File: config.mk
export PLATFORM = sky130hd
export DESIGN_NAME = pesl_top
export DESIGN_NICKNAME = d
export VERILOG_FILES = /design/src/pesl_pkg.sv /design/src/pesl_exec_if.sv /design/src/pesl_top.sv /design/src/pesl_exec_chk.sv
export SDC_FILE = /design/constraint.sdc
export NUM_CORES = 1
export LEC_CHECK = 0
export BUFFER_PORTS_ARGS = -buffer_cell sky130_fd_sc_hd__buf_2
export CORE_ASPECT_RATIO = 1.4
export CORE_MARGIN = 2
export CORE_UTILIZATION = 30
export CTS_BUF_LIST = sky130_fd_sc_hd__clkbuf_2
export CTS_CLUSTER_SIZE = 12
export DETAILED_ROUTE_END_ITERATION = 6
export GPL_ROUTABILITY_DRIVEN = 0
export PLACE_DENSITY_LB_ADDON = 0.2
export SLEW_MARGIN = 10
export SYNTH_ARGS = -nofsm -noshare
export SYNTH_HDL_FRONTEND = slang
export SYNTH_HIERARCHICAL = 1
export SYNTH_SLANG_ARGS = --single-unit
export TNS_END_PERCENT = 1
File: constraint.sdc
create_clock -name i_core_clk -period 6.1 [get_ports i_core_clk]
set_clock_uncertainty 0.2 [all_clocks]
set_input_delay 1.22 -clock i_core_clk [delete_from_list [all_inputs] [get_ports i_core_clk]]
set_output_delay 1.22 -clock i_core_clk [all_outputs]
set_load 0.05 [all_outputs]
File: src/pesl_pkg.sv
// Constants, types and register map of the controller error status logic.
// Assumes a single 10 MHz core clock and a plain word-addressed register port.
package pesl_pkg;

    localparam int          CLK_KHZ         = 10000;
    localparam int          WDT_TIME_MS     = 293;
    localparam int          WDT_CYCLES_DEF  = WDT_TIME_MS * CLK_KHZ;
    localparam int          WDT_W           = 22;

    localparam int          ADDR_W          = 4;
    localparam int          DATA_W          = 16;
    localparam logic [3:0]  REG_FLAGS       = 4'h0;
    localparam logic [3:0]  REG_EXEC_CODE   = 4'h1;
    localparam logic [3:0]  REG_CTRL        = 4'h2;
    localparam logic [3:0]  REG_STATUS      = 4'h3;

    localparam int          CTL_CLR         = 0;
    localparam int          CTL_KEEP_STOP   = 1;
    localparam int          CTL_LINK_REINIT = 2;

    localparam int          STS_RUN         = 0;
    localparam int          STS_OUT_EN      = 1;
    localparam int          STS_ERR_LED     = 2;
    localparam int          STS_EXEC_FAULT  = 3;
    localparam int          STS_RELOAD      = 4;

    localparam int          FLG_PWR         = 0;
    localparam int          FLG_WDT         = 1;
    localparam int          FLG_LINK        = 2;
    localparam int          FLG_PROG_SUM    = 3;
    localparam int          FLG_PRESET_SUM  = 4;
    localparam int          FLG_RAM_SUM     = 5;
    localparam int          FLG_KEEP        = 6;
    localparam int          FLG_SYNTAX      = 7;
    localparam int          FLG_WRITE       = 8;
    localparam int          FLG_NV_MISSING  = 9;
    localparam int          FLG_CLOCK       = 10;
    localparam int          FLG_IO_BUS      = 13;

    localparam logic [15:0] STOP_MASK       = 16'h238f;
    localparam logic [15:0] LED_MASK        = 16'h27aa;
    localparam logic [15:0] FLAGS_RST       = 16'h0000;
    localparam logic [15:0] CODE_RST        = 16'h0000;

    localparam logic [15:0] CODE_OPERAND    = 16'h0001;
    localparam logic [15:0] CODE_MUL        = 16'h0002;
    localparam logic [15:0] CODE_DIV        = 16'h0003;
    localparam logic [15:0] CODE_DSHIFT     = 16'h0004;
    localparam logic [15:0] CODE_B2D        = 16'h0005;
    localparam logic [15:0] CODE_D2B        = 16'h0006;
    localparam logic [15:0] CODE_DIGITS     = 16'h0007;
    localparam logic [15:0] CODE_NONASCII   = 16'h0008;
    localparam logic [15:0] CODE_WK_RANGE   = 16'h0009;
    localparam logic [15:0] CODE_WK_TABLE   = 16'h000a;

    localparam logic [15:0] WK_DAY_MAX      = 16'h007f;
    localparam logic [15:0] WK_HOUR_MAX     = 16'h0017;
    localparam logic [15:0] WK_MIN_MAX      = 16'h003b;
    localparam logic [15:0] WK_TIME_OFF     = 16'h2710;
    localparam logic [15:0] WK_HUNDRED      = 16'h0064;
    localparam logic [1:0]  WK_MODE_ADD     = 2'h1;
    localparam logic [1:0]  WK_MODE_SKIP    = 2'h2;

    typedef enum logic [3:0] {
        EK_OPERAND,
        EK_MUL,
        EK_DIV,
        EK_DSHIFT,
        EK_B2D,
        EK_D2B,
        EK_DIGITS,
        EK_NONASCII,
        EK_WEEKLY
    } pesl_exec_kind_t;

    typedef enum logic {
        ST_RUN,
        ST_RELOAD
    } pesl_state_t;

endpackage : pesl_pkg

File: src/pesl_exec_if.sv
// Execution fault request and classified answer between core and checker.
// Assumes both ends share the core clock.
`timescale 1ns/10ps
interface pesl_exec_if;
    import pesl_pkg::*;
    logic            req;
    pesl_exec_kind_t kind;
    logic [15:0]     day;
    logic [15:0]     t_on;
    logic [15:0]     t_off;
    logic [1:0]      wk_mode;
    logic            tbl_prog;
    logic            tbl_exec;
    logic            hit;
    logic [15:0]     code;

    modport core (output req, kind, day, t_on, t_off, wk_mode, tbl_prog, tbl_exec, input hit, code);
    modport chk  (input req, kind, day, t_on, t_off, wk_mode, tbl_prog, tbl_exec, output hit, code);
endinterface : pesl_exec_if

File: src/pesl_top.sv
// Error flag collection, run/stop and indicator control of a controller CPU.
// Assumes fault inputs are clock-synchronous one-cycle pulses unless noted.
`timescale 1ns/10ps
module pesl_top
    import pesl_pkg::*;
#(
    parameter logic [WDT_W-1:0] WDT_CYCLES = WDT_W'(WDT_CYCLES_DEF)
)
(
    input  wire logic              i_core_clk,
    input  wire logic              i_sys_rst,
    input  wire logic [ADDR_W-1:0] i_addr,
    input  wire logic [DATA_W-1:0] i_wdata,
    input  wire logic              i_wr,
    input  wire logic              i_rd,
    output logic      [DATA_W-1:0] o_rdata,
    input  wire logic              i_supply_low,
    input  wire logic              i_power_off,
    input  wire logic              i_scan_done,
    input  wire logic              i_link_init_strobe,
    input  wire logic              i_link_init_err,
    input  wire logic [4:0]        i_link_station_num,
    input  wire logic              i_cart_fitted,
    input  wire logic              i_prog_sum_bad_int,
    input  wire logic              i_prog_sum_bad_cart,
    input  wire logic              i_preset_sum_bad,
    input  wire logic              i_ram_sum_bad,
    input  wire logic              i_reload_done,
    input  wire logic              i_keep_bad,
    input  wire logic              i_syntax_bad,
    input  wire logic              i_prog_xfer_ok,
    input  wire logic              i_write_fail_int,
    input  wire logic              i_write_fail_cart,
    input  wire logic              i_write_ok,
    input  wire logic              i_nv_missing,
    input  wire logic              i_clock_bad,
    input  wire logic              i_clock_rewrite,
    input  wire logic              i_io_fault,
    input  wire logic              i_exec_req,
    input  wire logic [3:0]        i_exec_kind,
    input  wire logic [15:0]       i_wk_day,
    input  wire logic [15:0]       i_wk_t_on,
    input  wire logic [15:0]       i_wk_t_off,
    input  wire logic [1:0]        i_wk_mode,
    input  wire logic              i_wk_tbl_prog,
    input  wire logic              i_wk_tbl_exec,
    output logic                   o_run,
    output logic                   o_out_en,
    output logic                   o_err_led,
    output logic                   o_exec_fault_flag_bit,
    output logic                   o_link_reinit,
    output logic                   o_preset_reload,
    output logic                   o_recompile,
    output logic                   o_keep_clear
);

    typedef struct packed {
        pesl_state_t       state;
        logic [15:0]       flags;
        logic [15:0]       exec_code;
        logic              exec_flag;
        logic              keep_stop;
        logic [WDT_W-1:0]  wdt_cnt;
        logic [DATA_W-1:0] rdata;
        logic              run;
        logic              out_en;
        logic              led;
        logic              link_reinit;
        logic              preset_reload;
        logic              recompile;
        logic              keep_clear;
    } pesl_st_t;

    pesl_st_t s_r;
    pesl_st_t s_nxt;

    pesl_exec_if ex ();

    assign ex.req      = i_exec_req;
    assign ex.kind     = pesl_exec_kind_t'(i_exec_kind);
    assign ex.day      = i_wk_day;
    assign ex.t_on     = i_wk_t_on;
    assign ex.t_off    = i_wk_t_off;
    assign ex.wk_mode  = i_wk_mode;
    assign ex.tbl_prog = i_wk_tbl_prog;
    assign ex.tbl_exec = i_wk_tbl_exec;

    pesl_exec_chk u_exec_chk (
        .i_core_clk (i_core_clk),
        .i_sys_rst  (i_sys_rst),
        .x          (ex)
    );

    always_comb begin
        logic        ctl_wr;
        logic        clr;
        logic [15:0] set;
        logic [15:0] auto_clr;
        logic [15:0] held;
        logic [15:0] stop_mask;
        logic        wdt_exp;

        ctl_wr   = i_wr && (i_addr == REG_CTRL);
        clr      = ctl_wr && i_wdata[CTL_CLR];
        set       = '0;
        auto_clr  = '0;
        held      = '0;
        stop_mask = STOP_MASK;
        wdt_exp   = 1'b0;

        s_nxt               = s_r;
        s_nxt.rdata         = '0;
        s_nxt.link_reinit   = 1'b0;
        s_nxt.preset_reload = 1'b0;
        s_nxt.recompile     = 1'b0;
        s_nxt.keep_clear    = 1'b0;

        if (ctl_wr) begin
            s_nxt.keep_stop   = i_wdata[CTL_KEEP_STOP];
            s_nxt.link_reinit = i_wdata[CTL_LINK_REINIT];
        end

        // Scan watchdog only counts while the program is actually running
        if (!s_r.run || i_scan_done) begin
            s_nxt.wdt_cnt = '0;
        end else if (s_r.wdt_cnt >= WDT_CYCLES - WDT_W'(1)) begin
            wdt_exp       = 1'b1;
            s_nxt.wdt_cnt = '0;
        end else begin
            s_nxt.wdt_cnt = s_r.wdt_cnt + WDT_W'(1);
        end

        set[FLG_PWR]        = i_supply_low | i_power_off;
        set[FLG_WDT]        = wdt_exp;
        set[FLG_LINK]       = i_link_init_strobe
                              && (i_link_init_err || (i_link_station_num == 5'h00));
        set[FLG_PROG_SUM]   = i_cart_fitted ? i_prog_sum_bad_cart : i_prog_sum_bad_int;
        set[FLG_PRESET_SUM] = i_preset_sum_bad;
        set[FLG_RAM_SUM]    = i_ram_sum_bad;
        set[FLG_KEEP]       = i_keep_bad;
        set[FLG_SYNTAX]     = i_syntax_bad;
        set[FLG_WRITE]      = i_cart_fitted ? i_write_fail_cart : i_write_fail_int;
        set[FLG_NV_MISSING] = i_nv_missing;
        set[FLG_CLOCK]      = i_clock_bad;
        set[FLG_IO_BUS]     = i_io_fault;

        auto_clr[FLG_SYNTAX] = i_prog_xfer_ok;
        auto_clr[FLG_WRITE]  = i_write_ok;
        auto_clr[FLG_CLOCK]  = i_clock_rewrite;

        // A fault arriving in the clearing cycle survives: set is applied last
        held = s_r.flags & ~auto_clr;
        if (clr) begin
            held = '0;
        end
        s_nxt.flags = held | set;

        s_nxt.preset_reload = i_preset_sum_bad | i_ram_sum_bad;
        s_nxt.recompile     = i_ram_sum_bad;
        s_nxt.keep_clear    = i_keep_bad;

        if (clr) begin
            s_nxt.exec_flag = 1'b0;
        end
        if (ex.hit) begin
            s_nxt.exec_flag = 1'b1;
            s_nxt.exec_code = ex.code;
        end

        unique case (s_r.state)
            ST_RUN: begin
                if (i_ram_sum_bad) begin
                    s_nxt.state = ST_RELOAD;
                end
            end
            ST_RELOAD: begin
                if (i_reload_done) begin
                    s_nxt.state = ST_RUN;
                end
            end
        endcase

        stop_mask[FLG_KEEP] = s_nxt.keep_stop;
        s_nxt.run    = ~|(s_nxt.flags & stop_mask) && (s_nxt.state == ST_RUN);
        s_nxt.out_en = s_nxt.run;
        s_nxt.led    = |(s_nxt.flags & LED_MASK) || s_nxt.exec_flag;

        if (i_rd) begin
            unique case (i_addr)
                REG_FLAGS:     s_nxt.rdata = s_r.flags;
                REG_EXEC_CODE: s_nxt.rdata = s_r.exec_code;
                REG_CTRL:      s_nxt.rdata = {14'h0000, s_r.keep_stop, 1'b0};
                REG_STATUS:    s_nxt.rdata = {11'h000, (s_r.state == ST_RELOAD), s_r.exec_flag,
                                              s_r.led, s_r.out_en, s_r.run};
                default:       s_nxt.rdata = '0;
            endcase
        end
    end

    always_ff @(posedge i_core_clk or posedge i_sys_rst) begin
        if (i_sys_rst) begin
            s_r           <= '0;
            s_r.state     <= ST_RUN;
            s_r.flags     <= FLAGS_RST;
            s_r.exec_code <= CODE_RST;
        end else begin
            s_r <= s_nxt;
        end
    end

    assign o_rdata               = s_r.rdata;
    assign o_run                 = s_r.run;
    assign o_out_en              = s_r.out_en;
    assign o_err_led             = s_r.led;
    assign o_exec_fault_flag_bit = s_r.exec_flag;
    assign o_link_reinit         = s_r.link_reinit;
    assign o_preset_reload       = s_r.preset_reload;
    assign o_recompile           = s_r.recompile;
    assign o_keep_clear          = s_r.keep_clear;

endmodule : pesl_top

File: src/pesl_exec_chk.sv
// Classifies an execution fault into its detail code, one cycle after the request.
// Assumes the request is a one-cycle pulse with operands stable beside it.
`timescale 1ns/10ps
module pesl_exec_chk
    import pesl_pkg::*;
(
    input  wire logic i_core_clk,
    input  wire logic i_sys_rst,
    pesl_exec_if.chk  x
);

    typedef struct packed {
        logic        hit;
        logic [15:0] code;
    } pesl_chk_st_t;

    pesl_chk_st_t s_r;
    pesl_chk_st_t s_nxt;

    // Time operand is hours*100+minutes; the disable value passes as well
    function automatic logic time_ok(input logic [15:0] v);
        logic [15:0] hr;
        logic [15:0] mn;
        hr = v / WK_HUNDRED;
        mn = v % WK_HUNDRED;
        time_ok = (v == WK_TIME_OFF) || ((hr <= WK_HOUR_MAX) && (mn <= WK_MIN_MAX));
    endfunction : time_ok

    always_comb begin
        logic range_bad;
        logic tbl_bad;
        range_bad = (x.day > WK_DAY_MAX) || !time_ok(x.t_on) || !time_ok(x.t_off);
        tbl_bad   = ((x.wk_mode == WK_MODE_ADD) || (x.wk_mode == WK_MODE_SKIP))
                    && (!x.tbl_prog || !x.tbl_exec);
        s_nxt     = s_r;
        s_nxt.hit = 1'b0;
        if (x.req) begin
            s_nxt.hit = 1'b1;
            unique case (x.kind)
                EK_OPERAND:  s_nxt.code = CODE_OPERAND;
                EK_MUL:      s_nxt.code = CODE_MUL;
                EK_DIV:      s_nxt.code = CODE_DIV;
                EK_DSHIFT:   s_nxt.code = CODE_DSHIFT;
                EK_B2D:      s_nxt.code = CODE_B2D;
                EK_D2B:      s_nxt.code = CODE_D2B;
                EK_DIGITS:   s_nxt.code = CODE_DIGITS;
                EK_NONASCII: s_nxt.code = CODE_NONASCII;
                EK_WEEKLY: begin
                    if (range_bad) begin
                        s_nxt.code = CODE_WK_RANGE;
                    end else if (tbl_bad) begin
                        s_nxt.code = CODE_WK_TABLE;
                    end else begin
                        s_nxt.hit = 1'b0;
                    end
                end
                default:     s_nxt.hit = 1'b0;
            endcase
        end
    end

    always_ff @(posedge i_core_clk or posedge i_sys_rst) begin
        if (i_sys_rst) begin
            s_r <= '0;
        end else begin
            s_r <= s_nxt;
        end
    end

    assign x.hit  = s_r.hit;
    assign x.code = s_r.code;

endmodule : pesl_exec_chk

==> flow_metrics.tcl <==
set metrics [dict create \
    outcome "finished with violations" \
    violations "setup timing" \
    antenna_found_initial 2 \
    route.detailed.drc 0 \
    p_seq_share_pct 17.7 \
    port-buffer-count 110 \
    synth_area_mm2 0.007976 \
    nets 1392 \
    dp_hpwl_mm 19.99 \
    max_cap_violations 0 \
    cts.clk_slew.worst_paths_ns 0.20 \
    drive_above_1_share_pct 40.65 \
    critPathTopFamily "compound AO/OA/AOI/OAI gates" \
    synth_top_area_share_pct 25.10 \
    drt_wl_total_mm 25.11 \
    yosysMostFrequentCell "nor2_1" \
    crit_path_end_kind "flop" \
    htreeDepth 3 \
    grt_start_max_net_pins 70 \
    yosys-top-cells-count "nor2_1 (96), dfrtp_1 (80), nand2_1 (60)" \
    crit_arrival_ns 7.12 \
    synth_top_area_cell "dfrtp_1" \
    die_x_um 141.8 \
    synth.avg_cell_area_um2 8.206 \
    min_path_type "reg2reg" \
    synth-main-ff-cell "dfrtp_1" \
    cellPowerDensity_mw_per_mm2 297.8 \
    routed_via_density 5.339 \
    rsz0062_at_grt "yes" \
    synth_cell_types 119 \
    grt_pass1_wl_mm 40.99 \
    max_freq_mhz 145.2 \
    syn_to_final_growth_pct 37.96 \
    regToRegStartpoint "s_r[43]$_DFF_PP0_" \
    fp.coreArea_mm2 0.02610 \
    start_kind "input pin" \
    ios 131 \
    synth_seq_cells 80 \
    switching_share_pct 42.89 \
    min_from "s_r[23]$_DFF_PP0_" \
    cts_tree "built" \
    power.clock.fraction_pct 8.4 \
    grt_overflow 0 \
    startpoint "i_wk_t_on[10]" \
    combPwrFrac_pct 73.9 \
    initial_core_util_pct 30.56 \
    post-route-util_pct 42.16 \
    drt-pass1-iter-count 5 \
    die-height_um 196.9 \
    slew_headroom_pct 32.01 \
    vias 8617 \
    drv_slew 0 \
    leakagePower_nw 4.797 \
    rows 70 \
    cts_buffer_depth 2 \
    grt_usage_pct 17.89 \
    worst_pin_slew_ns 1.017 \
    holdWs_ns 0.2811 \
    crit_buf_inv 3 \
    numCtsBuffers 9 \
    first_global_vias 8525 \
    crit_type "in2reg" \
    cts.sinks 80 \
    ir_drop_v 0.0001476 \
    layout_min_cycle_time_ns 6.889 \
    synth_enable_flop_cells 0 \
    cp.required_ns 6.33 \
    hold_viol 0 \
    netlist_instances 972 \
    ys_seq_area_share_pct 25.10 \
    cts_hold_buf 0 \
    setup_viol 5 \
    internal_power_mw 1.871 \
    ys_top_cells_by_area "dfrtp_1 (25%), nor2_1 (4.5%), a21oi_1 (3.4%)" \
    cts_root_buf "clkbuf_2" \
    yosys_warnings 6 \
    die_area_mm2 0.02793 \
    wire_per_inst_um 15.56 \
    critPathSlowestCell "o41a_1" \
    clk_latency_ns 0.54 \
    critical_path.max_fanout 7 \
    drtIter0Drc 357 \
    synthArstFlopShare_pct 100.0 \
    final_antenna_net_count 0 \
    slowest_delay_ns 0.47 \
    final.setup.worst_slack_ns -0.7888 \
    finalCritPeriodShare_pct 112.9 \
    switchingPower_mw 1.406 \
]
path summary, 6_finish.rpt:
kind,to,cells past startpoint,slack (ns)
min in group asynchronous,s_r[43]$_DFF_PP0_,2,0.33
max,u_exec_chk/x.code[2]$_DFFE_PP0P_,25,-0.79
min reg2reg,s_r[23]$_DFF_PP0_,1,0.28
min,s_r[23]$_DFF_PP0_,1,0.28
max in group asynchronous,s_r[68]$_DFF_PP0_,3,4.25
max reg2reg,s_r[28]$_DFF_PP0_,5,3.70
metal layers:
layer | global-route usage [%] | part of all wire (%) | wire (um)
met5 | 0 | 0.052 | 13
met4 | 8.037 | 3.7 | 940
met3 | 2.527 | 4.0 | 1006
met2 | 31.86 | 49 | 12400
met1 | 21.21 | 43 | 10750
power by group through the flow:
stage               Combinational, mW  Clock, mW  Sequential (mW)
CTS                              2.31      0.286            0.581
detailed placement               2.18          0            0.591
floorplan                        1.29          0            0.586
global placement                 2.17          0            0.590
finish                           2.42      0.275            0.581
global route                     2.65      0.308            0.585
cell usage in the layout, fill, tap and decap left out, drive strengths merged, types with 16 or more instances in the layout:
master	count
a211oi	20
a21o	19
a21oi	55
a31oi	16
and2	17
and3	23
buf	367
dfrtp	80
inv	26
mux2	24
nand2	61
nand3	27
nor2	103
nor3	32
o211ai	18
o21ai	59
xnor2	20
xor2	21
flip-flops by register name, indices dropped and copies added (netlist names):
register               flops
o_rdata                   16
o_preset_reload            1
o_keep_clear               1
o_exec_fault_flag_bit      1
u_exec_chk/x.code          4
o_out_en                   1
u_exec_chk/x.hit           1
o_recompile                1
o_link_reinit              1
s_r                       52
o_err_led                  1
worst reg2reg max path, stage by stage (launching register included):
cell      delay [ns]
dfrtp_1         0.49
nor4_1          0.40
a21oi_1         0.08
nand3_1         0.11
nand3b_1        0.69
nor2_1          0.33
what timing repair did:
action / CTS / global route
buffers inserted: 18 / 4
pin swaps: 40 / 17
resized for setup: 52 / 30
endpoints found under the setup margin: 5 / 5
metrics by stage:
stage	setup WS (ns)	cell area, um^2	total power [mW]	cells	setup TNS, ns
after global routing	-0.9601	11000	3.544	1614	-4.485
after detailed placement	-1.560	10360	2.768	1577	-7.419
after floorplan	-1.127	8054	1.871	983	-4.688
after CTS	-0.7231	10830	3.172	1609	-3.239
after global placement	-1.591	10360	2.764	1577	-7.579
final	-0.7888	11000	3.277	1614	-3.560
layout make-up:
class,instances,area [um^2]
Timing Repair Buffer,368,2559
Multi-Input combinational cell,798,5823
Clock buffer,10,50.05
Tap cell,324,405.4
Antenna cell,1,2.502
Fill cell,2652,15100
Sequential cell,80,2002
Clock inverter,6,60.06
Inverter,27,102.6
cell families (layout without fill, tap and decap cells):
kind of cell / Yosys count / count (layout) / synth area share, %
adders and majority gates: 4 / 4 / 0.5490
and+or+nand+nor: 366 / 366 / 24.91
DFF: 80 / 80 / 25.10
buffers and inverters: 105 / 411 / 7.121
other: 1 / 13 / 0.04701
xor gates and xnor gates: 41 / 41 / 4.596
AOI/OAI and AO/OA: 337 / 337 / 32.33
muxes: 38 / 38 / 5.349
Note: power is estimated with default switching activity, not from simulation.
